`src/inc/gcz_pkg.sv`:
```
// Constants, types and CRC helper for the gauge counter and erase block
package gcz_pkg;
    // Command bytes
    localparam logic [7:0] CMD_PROFILE = 8'h99;
    localparam logic [7:0] CMD_ERASE = 8'h40;
    localparam logic [7:0] CMD_GO = 8'h5a;
    // Profile signature, arbitrary value
    localparam logic [7:0] PROFILE_SIG = 8'h3c;
    // Page erase codes, page 0 in the low slot
    localparam logic [6:0][15:0] PAGE_CODES = {16'h00c0, 16'h00a0, 16'h0800, 16'h0060,
                                               16'h0040, 16'h0020, 16'h0000};
    localparam int unsigned NUM_PAGES = 7;
    localparam logic [7:0] FLASH_TOP = 8'hdf;
    localparam logic [4:0] PAGE_LAST = 5'h1f;
    localparam logic [7:0] ERASED = 8'hff;
    localparam logic [7:0] ALIAS_LOW = 8'h20;
    // Address map
    localparam logic [15:0] DECODE_TOP = 16'h011f;
    localparam logic [8:0] REG_RSVD = 9'h100;
    localparam logic [8:0] REG_LOCK = 9'h101;
    localparam logic [8:0] REG_TEMP_LO = 9'h102;
    localparam logic [8:0] REG_TEMP_HI = 9'h103;
    localparam logic [8:0] REG_CLEAR = 9'h104;
    localparam logic [8:0] REG_SLEEP = 9'h105;
    localparam logic [8:0] REG_CTIME_LO = 9'h106;
    localparam logic [8:0] REG_CTIME_HI = 9'h107;
    localparam logic [8:0] REG_DTIME_LO = 9'h108;
    localparam logic [8:0] REG_DTIME_HI = 9'h109;
    localparam logic [8:0] REG_SELF_LO = 9'h10a;
    localparam logic [8:0] REG_SELF_HI = 9'h10b;
    localparam logic [8:0] REG_CACC_LO = 9'h10c;
    localparam logic [8:0] REG_CACC_HI = 9'h10d;
    localparam logic [8:0] REG_DACC_LO = 9'h10e;
    localparam logic [8:0] REG_DACC_HI = 9'h10f;
    // Clear register bits
    localparam int CLR_DACC = 0;
    localparam int CLR_CACC = 1;
    localparam int CLR_SELF = 2;
    localparam int CLR_DTIME = 3;
    localparam int CLR_CTIME = 4;
    localparam int CLR_STAT = 5;
    localparam int CLR_POR = 6;
    // Sleep and wake register bits
    localparam int SW_SLEEP_ALLOW = 6;
    localparam int SW_STC = 5;
    localparam int SW_STD = 4;
    localparam int SW_WOE_LSB = 1;
    localparam logic [7:0] LOCK_RESET = 8'h7f;
    localparam logic [2:0] WOE_RESET = 3'h7;
    // Timing
    localparam int unsigned CLK_PERIOD_NS = 5;
    localparam int unsigned FAST_PERIOD_US = 878900;
    localparam int unsigned FAST_CYC = FAST_PERIOD_US * (1000 / CLK_PERIOD_NS);
    localparam int unsigned WAKE_S = 4;
    localparam int unsigned WAKE_CYC = WAKE_S * (1000000000 / CLK_PERIOD_NS);
    localparam logic [11:0] HOUR_LAST = 12'hfff;   // 4096 fast ticks per hour
    localparam logic [7:0] SLOW_LAST = 8'hff;      // 256 fast ticks per slow count
    localparam logic [15:0] SELF_SLOWEST = 16'h8000; // 8 hours in fast ticks
    // Band edges in quarter kelvin: 0, 10, 20, 30, 40, 50, 60 C
    localparam logic [6:0][15:0] TEMP_EDGES = {16'd1333, 16'd1293, 16'd1253, 16'd1213,
                                               16'd1173, 16'd1133, 16'd1093};

    typedef enum logic [5:0] {
        GCZ_IDLE = 6'b000001,
        GCZ_CMD = 6'b000010,
        GCZ_PAGE_LO = 6'b000100,
        GCZ_PAGE_HI = 6'b001000,
        GCZ_GO_WAIT = 6'b010000,
        GCZ_ERASE = 6'b100000
    } gcz_state_t;

    // CRC x^8+x^5+x^4+1, bits shifted in lsb first
    function automatic logic [7:0] gcz_crc(input logic [7:0] crc, input logic [7:0] data);
        logic [7:0] c;
        c = crc;
        for (int i = 0; i < 8; i++) begin
            c = (c[0] ^ data[i]) ? ((c >> 1) ^ 8'h8c) : (c >> 1);
        end
        return c;
    endfunction : gcz_crc
endpackage : gcz_pkg

```
`src/gcz_gauge.sv`:
```
// Gauge counters, clear maintenance, address decode and page erase commands
`timescale 1ns/1ps
`default_nettype none

module gcz_dur_timer (
    input wire logic clk_i,
    input wire logic rst_i,
    input wire logic active_i,
    input wire logic tick_i,
    input wire logic clear_i,
    output logic [15:0] count_o,
    output logic slow_o
);
    logic [7:0] sub_q;
    logic step;
    assign step = active_i && tick_i && (!slow_o || sub_q == gcz_pkg::SLOW_LAST);

    always_ff @(posedge clk_i or posedge rst_i) begin
        if (rst_i) begin
            sub_q <= 8'h00;
        end else if (clear_i) begin
            sub_q <= 8'h00;
        end else if (active_i && tick_i) begin
            sub_q <= sub_q + 8'h01;
        end
    end

    always_ff @(posedge clk_i or posedge rst_i) begin
        if (rst_i) begin
            count_o <= 16'h0000;
        end else if (clear_i) begin
            count_o <= 16'h0000;
        end else if (step) begin
            count_o <= count_o + 16'h0001;
        end
    end

    always_ff @(posedge clk_i or posedge rst_i) begin
        if (rst_i) begin
            slow_o <= 1'b0;
        end else if (clear_i) begin
            slow_o <= 1'b0;
        end else if (step && count_o == 16'hffff) begin
            slow_o <= !slow_o;
        end
    end
endmodule : gcz_dur_timer

module gcz_gauge #(
    parameter int unsigned FAST_CYC = gcz_pkg::FAST_CYC,
    parameter int unsigned WAKE_CYC = gcz_pkg::WAKE_CYC
) (
    input wire logic clk_i,
    input wire logic rst_i,
    input wire logic selected_i,
    input wire logic frame_reset_i,
    input wire logic rx_valid_i,
    input wire logic [7:0] rx_byte_i,
    output logic tx_valid_o,
    output logic [7:0] tx_byte_o,
    output logic erase_busy_o,
    input wire logic mem_rd_i,
    input wire logic mem_wr_i,
    input wire logic [15:0] mem_addr_i,
    input wire logic [7:0] mem_wdata_i,
    output logic [7:0] mem_rdata_o,
    input wire logic conv_pulse_i,
    input wire logic sense_discharge_i,
    input wire logic asleep_i,
    input wire logic [15:0] temp_i,
    output logic wake_o,
    output logic sleep_allow_o,
    output logic [2:0] woe_level_o,
    output logic status_out_o,
    output logic status_oe_o
);
    gcz_pkg::gcz_state_t state_q;
    logic [7:0] mem_q [0:255];
    logic [2:0] sync1_q, sync2_q;
    logic pulse_prev_q;
    logic [31:0] fast_cnt_q;
    logic fast_tick_q;
    logic [11:0] hour_cnt_q;
    logic [15:0] self_pre_q;
    logic self_pend_q;
    logic [31:0] wake_cnt_q;
    logic [15:0] dacc_q, cacc_q, self_q;
    logic [15:0] dtime, ctime;
    logic dslow, cslow;
    logic [4:0] clr_q;
    logic por_q, stat_q, sleep_allow_q;
    logic [2:0] woe_q;
    logic [7:0] lock_q;
    logic [7:0] crc_q;
    logic [15:0] code_q;
    logic [2:0] page_q;
    logic page_ok_q;
    logic [4:0] er_idx_q;
    logic [8:0] phys;
    logic is_flash, conv_edge, discharging, asleep, hour_tick, self_due, awake;
    logic [2:0] band;
    logic [15:0] self_last;
    logic [7:0] rd_val;

    // Converter pulse, polarity and sleep level cross in through two flops
    always_ff @(posedge clk_i or posedge rst_i) begin
        if (rst_i) begin
            sync1_q <= 3'h0;
            sync2_q <= 3'h0;
            pulse_prev_q <= 1'b0;
        end else begin
            sync1_q <= {asleep_i, sense_discharge_i, conv_pulse_i};
            sync2_q <= sync1_q;
            pulse_prev_q <= sync2_q[0];
        end
    end
    assign conv_edge = sync2_q[0] && !pulse_prev_q;
    assign discharging = sync2_q[1];
    assign asleep = sync2_q[2];

    // Fast tick at 4096 per hour, hour tick every 4096 fast ticks
    always_ff @(posedge clk_i or posedge rst_i) begin
        if (rst_i) begin
            fast_cnt_q <= 32'h0;
            fast_tick_q <= 1'b0;
            hour_cnt_q <= 12'h000;
        end else begin
            fast_tick_q <= (fast_cnt_q == FAST_CYC - 1);
            fast_cnt_q <= (fast_cnt_q == FAST_CYC - 1) ? 32'h0 : fast_cnt_q + 32'h1;
            if (fast_tick_q) begin
                hour_cnt_q <= hour_cnt_q + 12'h001;
            end
        end
    end
    assign hour_tick = fast_tick_q && hour_cnt_q == gcz_pkg::HOUR_LAST;

    // Accumulators wrap freely; a clear beats a same-cycle count
    always_ff @(posedge clk_i or posedge rst_i) begin
        if (rst_i) begin
            dacc_q <= 16'h0000;
        end else if (clr_q[gcz_pkg::CLR_DACC]) begin
            dacc_q <= 16'h0000;
        end else if (conv_edge && discharging) begin
            dacc_q <= dacc_q + 16'h0001;
        end
    end

    always_ff @(posedge clk_i or posedge rst_i) begin
        if (rst_i) begin
            cacc_q <= 16'h0000;
        end else if (clr_q[gcz_pkg::CLR_CACC]) begin
            cacc_q <= 16'h0000;
        end else if (conv_edge && !discharging) begin
            cacc_q <= cacc_q + 16'h0001;
        end
    end

    gcz_dur_timer u_dtime (
        .clk_i(clk_i),
        .rst_i(rst_i),
        .active_i(discharging),
        .tick_i(fast_tick_q),
        .clear_i(clr_q[gcz_pkg::CLR_DTIME]),
        .count_o(dtime),
        .slow_o(dslow)
    );

    gcz_dur_timer u_ctime (
        .clk_i(clk_i),
        .rst_i(rst_i),
        .active_i(!discharging),
        .tick_i(fast_tick_q),
        .clear_i(clr_q[gcz_pkg::CLR_CTIME]),
        .count_o(ctime),
        .slow_o(cslow)
    );

    // Temperature band picks the self-drain period
    always_comb begin
        band = 3'd0;
        for (int i = 0; i < 7; i++) begin
            if (temp_i >= gcz_pkg::TEMP_EDGES[i]) begin
                band = 3'(i + 1);
            end
        end
    end
    assign self_last = (gcz_pkg::SELF_SLOWEST >> band) - 16'h0001;
    assign self_due = fast_tick_q && self_pre_q >= self_last;
    assign awake = !asleep || wake_o;

    // Asleep, at most one due count is held pending until the hourly wake window
    always_ff @(posedge clk_i or posedge rst_i) begin
        if (rst_i) begin
            self_pre_q <= 16'h0000;
            self_pend_q <= 1'b0;
            self_q <= 16'h0000;
        end else begin
            if (fast_tick_q) begin
                self_pre_q <= self_due ? 16'h0000 : self_pre_q + 16'h0001;
            end
            if (clr_q[gcz_pkg::CLR_SELF]) begin
                self_q <= 16'h0000;
                self_pend_q <= 1'b0;
            end else if ((self_due || self_pend_q) && awake) begin
                self_q <= self_q + 16'h0001;
                self_pend_q <= 1'b0;
            end else if (self_due) begin
                self_pend_q <= 1'b1;
            end
        end
    end

    always_ff @(posedge clk_i or posedge rst_i) begin
        if (rst_i) begin
            wake_o <= 1'b0;
            wake_cnt_q <= 32'h0;
        end else if (!asleep) begin
            wake_o <= 1'b0;
            wake_cnt_q <= 32'h0;
        end else if (hour_tick) begin
            wake_o <= 1'b1;
            wake_cnt_q <= 32'h0;
        end else if (wake_o) begin
            wake_o <= (wake_cnt_q != WAKE_CYC - 1);
            wake_cnt_q <= wake_cnt_q + 32'h1;
        end
    end

    // Address decode with aliasing of the upper space
    always_comb begin
        if (mem_addr_i <= gcz_pkg::DECODE_TOP) begin
            phys = mem_addr_i[8:0];
        end else begin
            phys = {mem_addr_i[7:0] < gcz_pkg::ALIAS_LOW, mem_addr_i[7:0]};
        end
    end
    assign is_flash = !phys[8] && phys[7:0] <= gcz_pkg::FLASH_TOP;

    always_comb begin
        case (phys)
            gcz_pkg::REG_LOCK: rd_val = lock_q;
            gcz_pkg::REG_TEMP_LO: rd_val = temp_i[7:0];
            gcz_pkg::REG_TEMP_HI: rd_val = temp_i[15:8];
            gcz_pkg::REG_CLEAR: rd_val = {1'b0, por_q, stat_q, clr_q};
            gcz_pkg::REG_SLEEP: rd_val = {1'b0, sleep_allow_q, cslow, dslow, woe_q, 1'b0};
            gcz_pkg::REG_CTIME_LO: rd_val = ctime[7:0];
            gcz_pkg::REG_CTIME_HI: rd_val = ctime[15:8];
            gcz_pkg::REG_DTIME_LO: rd_val = dtime[7:0];
            gcz_pkg::REG_DTIME_HI: rd_val = dtime[15:8];
            gcz_pkg::REG_SELF_LO: rd_val = self_q[7:0];
            gcz_pkg::REG_SELF_HI: rd_val = self_q[15:8];
            gcz_pkg::REG_CACC_LO: rd_val = cacc_q[7:0];
            gcz_pkg::REG_CACC_HI: rd_val = cacc_q[15:8];
            gcz_pkg::REG_DACC_LO: rd_val = dacc_q[7:0];
            gcz_pkg::REG_DACC_HI: rd_val = dacc_q[15:8];
            default: rd_val = phys[8] ? 8'h00 : mem_q[phys[7:0]];
        endcase
    end

    always_ff @(posedge clk_i or posedge rst_i) begin
        if (rst_i) begin
            mem_rdata_o <= 8'h00;
        end else if (mem_rd_i) begin
            mem_rdata_o <= rd_val;
        end
    end

    // Control registers; clear bits live for one cycle
    always_ff @(posedge clk_i or posedge rst_i) begin
        if (rst_i) begin
            clr_q <= 5'h00;
            por_q <= 1'b1;
            stat_q <= 1'b1;
            status_oe_o <= 1'b0;
        end else begin
            clr_q <= 5'h00;
            if (mem_wr_i && phys == gcz_pkg::REG_CLEAR) begin
                clr_q <= mem_wdata_i[4:0];
                por_q <= por_q & mem_wdata_i[gcz_pkg::CLR_POR];
                stat_q <= mem_wdata_i[gcz_pkg::CLR_STAT];
                status_oe_o <= !mem_wdata_i[gcz_pkg::CLR_STAT];
            end
        end
    end
    assign status_out_o = 1'b0;

    always_ff @(posedge clk_i or posedge rst_i) begin
        if (rst_i) begin
            sleep_allow_q <= 1'b1;
            woe_q <= gcz_pkg::WOE_RESET;
            sleep_allow_o <= 1'b1;
            woe_level_o <= gcz_pkg::WOE_RESET;
            lock_q <= gcz_pkg::LOCK_RESET;
        end else begin
            if (mem_wr_i && phys == gcz_pkg::REG_SLEEP) begin
                sleep_allow_q <= mem_wdata_i[gcz_pkg::SW_SLEEP_ALLOW];
                sleep_allow_o <= mem_wdata_i[gcz_pkg::SW_SLEEP_ALLOW];
                woe_q <= mem_wdata_i[gcz_pkg::SW_WOE_LSB +: 3];
                woe_level_o <= mem_wdata_i[gcz_pkg::SW_WOE_LSB +: 3];
            end
            if (mem_wr_i && phys == gcz_pkg::REG_LOCK) begin
                lock_q <= lock_q & {1'b0, mem_wdata_i[6:0]};
            end
        end
    end

    // Storage: erase has the port while it runs
    always_ff @(posedge clk_i) begin
        if (state_q == gcz_pkg::GCZ_ERASE) begin
            mem_q[{page_q, er_idx_q}] <= gcz_pkg::ERASED;
        end else if (mem_wr_i && !phys[8]) begin
            if (!is_flash) begin
                mem_q[phys[7:0]] <= mem_wdata_i;
            end else if (lock_q[phys[7:5]]) begin
                mem_q[phys[7:0]] <= mem_q[phys[7:0]] & mem_wdata_i;
            end
        end
    end

    // Command engine
    always_ff @(posedge clk_i or posedge rst_i) begin
        if (rst_i) begin
            state_q <= gcz_pkg::GCZ_IDLE;
            tx_valid_o <= 1'b0;
            tx_byte_o <= 8'h00;
            crc_q <= 8'h00;
            code_q <= 16'h0000;
            page_q <= 3'h0;
            page_ok_q <= 1'b0;
            er_idx_q <= 5'h00;
            erase_busy_o <= 1'b0;
        end else begin
            tx_valid_o <= 1'b0;
            if (frame_reset_i || !selected_i) begin
                state_q <= gcz_pkg::GCZ_IDLE;
                erase_busy_o <= 1'b0;
            end else begin
                case (state_q)
                    gcz_pkg::GCZ_IDLE: begin
                        state_q <= gcz_pkg::GCZ_CMD;
                    end
                    gcz_pkg::GCZ_CMD: begin
                        if (rx_valid_i && rx_byte_i == gcz_pkg::CMD_PROFILE) begin
                            tx_valid_o <= 1'b1;
                            tx_byte_o <= gcz_pkg::PROFILE_SIG;
                        end else if (rx_valid_i && rx_byte_i == gcz_pkg::CMD_ERASE) begin
                            crc_q <= gcz_pkg::gcz_crc(8'h00, rx_byte_i);
                            state_q <= gcz_pkg::GCZ_PAGE_LO;
                        end
                    end
                    gcz_pkg::GCZ_PAGE_LO: begin
                        if (rx_valid_i) begin
                            code_q[7:0] <= rx_byte_i;
                            crc_q <= gcz_pkg::gcz_crc(crc_q, rx_byte_i);
                            state_q <= gcz_pkg::GCZ_PAGE_HI;
                        end
                    end
                    gcz_pkg::GCZ_PAGE_HI: begin
                        if (rx_valid_i) begin
                            page_ok_q <= 1'b0;
                            for (int i = 0; i < gcz_pkg::NUM_PAGES; i++) begin
                                if ({rx_byte_i, code_q[7:0]} == gcz_pkg::PAGE_CODES[i]) begin
                                    page_q <= 3'(i);
                                    page_ok_q <= 1'b1;
                                end
                            end
                            code_q[15:8] <= rx_byte_i;
                            tx_valid_o <= 1'b1;
                            tx_byte_o <= gcz_pkg::gcz_crc(crc_q, rx_byte_i);
                            state_q <= gcz_pkg::GCZ_GO_WAIT;
                        end
                    end
                    gcz_pkg::GCZ_GO_WAIT: begin
                        if (rx_valid_i && rx_byte_i == gcz_pkg::CMD_GO && page_ok_q
                            && lock_q[page_q]) begin
                            er_idx_q <= 5'h00;
                            erase_busy_o <= 1'b1;
                            state_q <= gcz_pkg::GCZ_ERASE;
                        end else if (rx_valid_i) begin
                            state_q <= gcz_pkg::GCZ_CMD;
                        end
                    end
                    gcz_pkg::GCZ_ERASE: begin
                        er_idx_q <= er_idx_q + 5'h01;
                        if (er_idx_q == gcz_pkg::PAGE_LAST) begin
                            erase_busy_o <= 1'b0;
                            state_q <= gcz_pkg::GCZ_CMD;
                        end
                    end
                    default: state_q <= gcz_pkg::GCZ_IDLE;
                endcase
            end
        end
    end
endmodule : gcz_gauge
`default_nettype wire

```
`config.mk`:
```
export PLATFORM = sky130hd
export DESIGN_NAME = gcz_gauge
export DESIGN_NICKNAME = d
export VERILOG_FILES = /design/src/inc/gcz_pkg.sv /design/src/gcz_gauge.sv
export SDC_FILE = /design/constraint.sdc
export NUM_CORES = 2
export LEC_CHECK = 0
export BUFFER_PORTS_ARGS = -buffer_cell sky130_fd_sc_hd__buf_2
export CELL_PAD_IN_SITES_DETAIL_PLACEMENT = 1
export CELL_PAD_IN_SITES_GLOBAL_PLACEMENT = 1
export CORE_MARGIN = 2
export CORE_UTILIZATION = 52
export CTS_BUF_LIST = sky130_fd_sc_hd__clkbuf_8
export DETAILED_ROUTE_END_ITERATION = 7
export PLACE_DENSITY = 0.86
export SLEW_MARGIN = 20
export SYNTH_ARGS = -nofsm -noshare
export SYNTH_HDL_FRONTEND = slang
export SYNTH_SLANG_ARGS = --single-unit
```
`constraint.sdc`:
```
create_clock -name clk_i -period 10.3 [get_ports clk_i]
set_clock_uncertainty 0.05 [all_clocks]
set_input_delay 3.09 -clock clk_i [delete_from_list [all_inputs] [get_ports clk_i]]
set_output_delay 3.09 -clock clk_i [all_outputs]
set_load 0.03 [all_outputs]
```
Yosys cells after proc, flatten, opt, wreduce, memory -nomap -nowiden
Memories as Yosys holds them, arrays and structs flattened.
Index checks and enable logic that the tools add are counted.
- register bits after elaboration: 269
- latch bits: 0
- memory bits (writable): 2048
- memory bits (read-only): 0
- output and inout bits: 25
- memories: 1
- add/subtract/negate cells: 13
- $mul: 0
- div/mod/pow operators: 0
- magnitude comparators: 13
- equality and inequality tests: 52
- shifts and indexed selects: 1
- multiplexer cells: 114
- bitwise logic cells: 35
- reduce and logical (&&, ||, !) cells: 60
- memory list (memory ; words ; width ; rd ports ; clocked after Yosys merged registers in ; wr ports ; RTL line ; RTL):
    mem_q ; 256 ; 8 ; 1 ; 0 ; 1 ; gcz_gauge.sv:78 ; logic [7:0] mem_q [0:255];
- operator list (operator ; number):
    8-bit 2-to-1 mux ; 28
    16-bit 2-to-1 mux ; 11
    9-bit == test, second input constant ; 15
    32-bit 2-to-1 mux ; 4
    8-bit case mux with 15 select lines ; 1
    16-bit by 11-bit greater-or-equal comparator with 1-bit output, second input constant ; 7
    16-bit by 1-bit adder with 16-bit output, second input constant ; 6
    32-bit by 1-bit adder with 32-bit output, second input constant ; 2
    6-bit 2-to-1 mux ; 8
    2-bit inverter with 3-bit output ; 15
    3-bit 2-to-1 mux ; 13
    1-bit 2-to-1 mux ; 38
    6-bit case mux with 6 select lines ; 1
    16-bit == test, second input constant ; 2
    16-bit by 7-bit == test with 1-bit output, second input constant ; 2
    16-bit by 8-bit == test with 1-bit output, second input constant ; 2
    32-bit by 28-bit == test with 1-bit output, second input constant ; 1
    32-bit by 30-bit != test with 1-bit output, second input constant ; 1
    8-bit case mux with 2 select lines ; 2
    8-bit == test, second input constant ; 3
    2-bit nonzero test ; 12
    1-bit logical AND ; 22
    8-bit by 1-bit adder with 8-bit output, second input constant ; 2
    16-bit by 12-bit == test with 1-bit output, second input constant ; 1
    other kinds (45) ; 89

Logic depth before layout (Yosys ltp)
- depth in word-level cells: 18
- gate-level depth with buffers: 21
- depth with buffers taken out: 19

Hierarchy
From an unflattened synthesis, not the netlist that was laid out.
- cells, all modules: 5465
- area, all modules: 94490.6 µm²
- modules (own cells, without submodules) (module ; instances ; cells each ; area each (µm²) ; sequential area each (µm²)):
    gcz_gauge ; 1 ; 5183 ; 91848.1 ; 66971.7
    gcz_dur_timer ; 2 ; 141 ; 1321.3 ; 625.6

Worst setup path after synthesis
OpenSTA, ideal clock, no wires.
- path kind: input-to-reg
- start point: input port mem_addr_i[0]
- end point: memory mem_q[0][6], data pin
- setup time: 1.729 ns
- data arrival time: 12.549 ns
- required time: 8.521 ns
- setup slack: -4.027 ns
- stages: 10
- buffers on the path: 4
- cells stage by stage: buf_6 buf_6 or3b_2 buf_1 clkbuf_1 o221ai_1 o22ai_1 a211oi_1 a2111oi_2 a31oi_1
- word-level cells in the longest chain between the ends: 11
- RTL lines (what ; RTL line ; RTL):
    start: declaration ; gcz_gauge.sv:64 ; input wire logic [15:0] mem_addr_i,
    16-bit by 9-bit less-or-equal comparator with 1-bit output / 8-bit by 6-bit < comparator with 1-bit output (equally long branches) ; gcz_gauge.sv:231, gcz_gauge.sv:234 ;
    9-bit 2-to-1 mux (*) ; gcz_gauge.sv:231 ; if (mem_addr_i <= gcz_pkg::DECODE_TOP) begin
    1-bit logical NOT ; gcz_gauge.sv:237, gcz_gauge.sv:311 ;
    1-bit logical AND ; gcz_gauge.sv:237 ; assign is_flash = !phys[8] && phys[7:0] <= gcz_pkg::FLASH_TOP;
    1-bit 2-to-1 mux ; gcz_gauge.sv:312 ; if (!is_flash) begin
    1-bit 2-to-1 mux ; gcz_gauge.sv:311 ; end else if (mem_wr_i && !phys[8]) begin
    1-bit 2-to-1 mux ; gcz_gauge.sv:309 ; if (state_q == gcz_pkg::GCZ_ERASE) begin
    1-bit 2-to-1 mux, on equally long branches ; gcz_gauge.sv:313, gcz_gauge.sv:315 ;
    1-bit OR (no source line) ; - ;
    8-bit OR reduction (no source line) ; - ;
    8-bit 2-to-1 mux (no source line) (*) ; - ;
    end: declaration ; gcz_gauge.sv:78 ;
Every way passes the cells marked *; elsewhere a longest branch is shown, timed or not.

Final worst setup path
- start point: input port mem_addr_i[3]
- end point: memory mem_q[226][6], data pin
Same word-level chain as after synthesis.

==> impl_metrics.env <==
export IMPL_grt_pass1_vias=61500
export IMPL_synth_edf_count=2048
export IMPL_rsz0062_at_grt="no"
export IMPL_reg2reg_to="mem_q[79][5]"
export IMPL_vias=59900
export IMPL_route_detailed_drc=38
export IMPL_wirelength_mm=318
export IMPL_whs_endpoint="sync2_q[2]"
export IMPL_drtPass1Iterations=8
export IMPL_dr_wl_met2_mm=146
export IMPL_gp_congestion=0.911
export IMPL_grt_max_degree=216
export IMPL_dp_hpwl_mm=174
export IMPL_postCtsHoldBufs=0
export IMPL_cp_slowest_cell="nor2b_4"
export IMPL_met1_length_mm=103
export IMPL_cp_startpoint="mem_addr_i[3]"
export IMPL_dieWidth_microns=431
export IMPL_crit_path_frequent_cell="buf_4"
export IMPL_cp_start_kind="input pin"
export IMPL_async_flop_share=0.116
export IMPL_r2r_start="lock_q[0]"
export IMPL_path_delay_family="buffers and inverters"
export IMPL_p_leak_nw=40.3
export IMPL_wl_met3_mm=43.9
export IMPL_h_tree_depth=5
export IMPL_critical_path_arrival_ns=9.12
export IMPL_layout_commonest_cell="edfxtp_1"
export IMPL_pwr_density_cell_nw_per_um2=178
export IMPL_dieArea_sq_um=185000
export IMPL_synth_ff_type="edfxtp_1"
export IMPL_min_delay_start="sync1_q[2]"
export IMPL_drive_above_1_share=0.197
export IMPL_ys_warn_count=0
export IMPL_hold_depth=0
export IMPL_period_minus_slack_ns=8.47
export IMPL_cts_made_buffers=365
export IMPL_drv_slew=0
export IMPL_ff2ff_path_depth=8
export IMPL_synth_nets=5515
export IMPL_maxCapViolCount=0
export IMPL_drt_iter0_drc=9879
export IMPL_crit_fanout=84
export IMPL_slew_headroom=0.0354
export IMPL_path_class="in2reg"
export IMPL_min_path_type="reg2reg"
export IMPL_syn_area_sq_um=94600
export IMPL_ant_nets=0
export IMPL_yosys_register_bits=2316
export IMPL_rows=156
export IMPL_area_growth_pct=10.6
export IMPL_antenna_found_initial=22
export IMPL_overflow=0
export IMPL_setup_viol=0
export IMPL_cp_num_buf_inv=4
export IMPL_synth_distinct_cells=101
export IMPL_slowest_delay_ns=1.11
export IMPL_fp_dieH_microns=431
export IMPL_cts_root_buf="clkbuf_8"
export IMPL_clock_sinks=2316
export IMPL_finalCoreUtilization=0.579
export IMPL_grt_pass1_wl_mm=449
export IMPL_crit_path_cell_trace="buf_4, nor2b_4, buf_4, a22o_1, a211oi_1, a211oi_1, a211oi_1, a31oi_4, buf_4, buf_4"
export IMPL_clockBufferDepth=4
export IMPL_ys_seq_area_frac=0.721
export IMPL_end_kind="flop"
export IMPL_worst_pin_slew_ns=1.44
export IMPL_clk_pin_slew_ns=0.06
export IMPL_vias_per_cell=7.16
export IMPL_io_pins=83
export IMPL_post_cts_resized=0
export IMPL_routed_top_layer="met5"
export IMPL_max_freq_mhz=118
export IMPL_postCtsSetupBuffers=0
export IMPL_hold_viol=0
export IMPL_synth_cells=5432
export IMPL_layout_common_cells="edfxtp_1 (2048), nor2_1 (476), mux4_2 (385)"
export IMPL_fillers=16000
export IMPL_r2r_setup_slack_ns=5.12
export IMPL_violations="DRC"
export IMPL_status="finished, violations left"
export IMPL_grtUsageTotal=0.337
export IMPL_fin_crit_sh=0.823
export IMPL_core_area_sq_um=181000
export IMPL_required_ns=10.95
export IMPL_start_util=0.523
export IMPL_design_area_sq_um=105000
export IMPL_synth_area_per_cell_sq_um=17.4
export IMPL_clk_latency_ns=1.19
export IMPL_fin_nets=5780
export IMPL_portBuffers=81
export IMPL_ir_drop_uv=110
export IMPL_routedWlPerCell_microns=38.0
export IMPL_place_area_sq_um=97900
export IMPL_cts_tree="built"
-- worst register-to-register path, delay by kind of cell (launching register included) --
| kind | cells | cell delay, ns |
|---|---|---|
| buffers and inverters | 1 | 0.44 |
| AOI/OAI and AO/OA | 1 | 0.35 |
| DFF | 1 | 0.60 |
| and+or+nand+nor | 4 | 2.63 |
| muxes | 2 | 0.71 |
-- how the worst max path moves through the flow --
| stage | end | slack, ns | cells past startpoint |
|---|---|---|---|
| after CTS | mem_q[210][2] | 2.61 | 11 |
| after detailed placement | mem_q[210][2] | 1.54 | 11 |
| final | mem_q[226][6] | 1.83 | 10 |
| after global routing | mem_q[226][6] | 2.23 | 10 |
| after global placement | mem_q[212][7] | 1.79 | 9 |
| after floorplan | cacc_q[0] | -0.20 | 1 |
-- flip-flops by register name (all words and copies together) (netlist names), 12 cells and up --
signal           flops
mem_q             2048
fast_cnt_q          32
wake_cnt_q          32
cacc_q              16
dacc_q              16
self_pre_q          16
self_q              16
u_ctime.count_o     16
u_dtime.count_o     16
hour_cnt_q          12
-- synthesized netlist by cell type (15+ instances only) --
cell type,count,share of area
mux2i_1,303,0.032
nand3_1,111,0.0059
and3_1,43,0.0028
mux4_2,385,0.092
mux2_2,27,0.0032
nor3_1,48,0.0025
nand2_1,217,0.0086
a211oi_1,24,0.0019
buf_6,17,0.0020
nand2b_1,17,0.0011
clkbuf_1,108,0.0043
buf_2,121,0.0064
ha_1,25,0.0033
nand4_1,61,0.0040
or3_1,27,0.0018
a31oi_2,15,0.0020
a31oi_1,16,0.0011
o31ai_1,20,0.0016
inv_1,28,0.0011
a221oi_1,18,0.0017
and2_1,27,0.0018
nor2_1,482,0.019
a21oi_1,116,0.0061
buf_4,42,0.0033
a22oi_1,171,0.014
nor2b_1,25,0.0017
xnor2_1,84,0.0078
edfxtp_1,2048,0.65
o221ai_1,41,0.0038
o22ai_1,27,0.0018
dfrtp_1,254,0.067
o21ai_0,70,0.0037
nor4_1,26,0.0017
a22o_1,32,0.0030
xor2_1,89,0.0082
-- layout make-up --
class,count,area (sq um),share of cell area
Inverter,31,124,0.00118
Timing Repair Buffer,201,1670,0.0159
Clock buffer,374,5150,0.0492
Tap cell,2370,2970,0.0283
Sequential cell,2316,68200,0.652
Multi-Input combinational cell,2782,25200,0.240
Antenna cell,29,72.6,0.000693
Clock inverter,255,1320,0.0126
-- logic make-up (layout without fill, tap and decap cells) --
| group | Yosys count | after routing | share of synthesized area |
|---|---|---|---|
| other | 2 | 31 | 0.0000794 |
| xor gates and xnor gates | 174 | 174 | 0.0163 |
| and+or+nand+nor | 1172 | 1172 | 0.0591 |
| buffers and inverters | 334 | 861 | 0.0179 |
| adders and majority gates | 25 | 25 | 0.00331 |
| AOI/OAI and AO/OA | 694 | 694 | 0.0553 |
| muxes | 715 | 715 | 0.127 |
| DFF | 2316 | 2316 | 0.721 |
-- layer usage --
metal,up-vias,GRT usage
met3,1651,0.104
met2,5844,0.517
met1,30000,0.418
met5,-,0.00312
li1,22300,-
met4,26,0.213
-- stage by stage --
step	cells	TNS (ns)	power (mW)	setup WS [ns]	hold WS [ns]
finish	8358	0	18.6	1.83	0.301
floorplan	5432	-50.49	10.9	-0.199	0.281
CTS	8325	0	18.5	2.61	0.304
global route	8334	0	18.9	2.23	0.313
detailed placement	7696	0	11.2	1.54	0.292
global placement	7695	0	11.1	1.79	0.285
-- report_power, final --
group,internal (mW),total (mW),switching [mW]
logic,0.252,0.834,0.581
clock network,3.61,7.55,3.93
registers,10.2,10.2,0.0477
(Power assumes the default switching activity.)
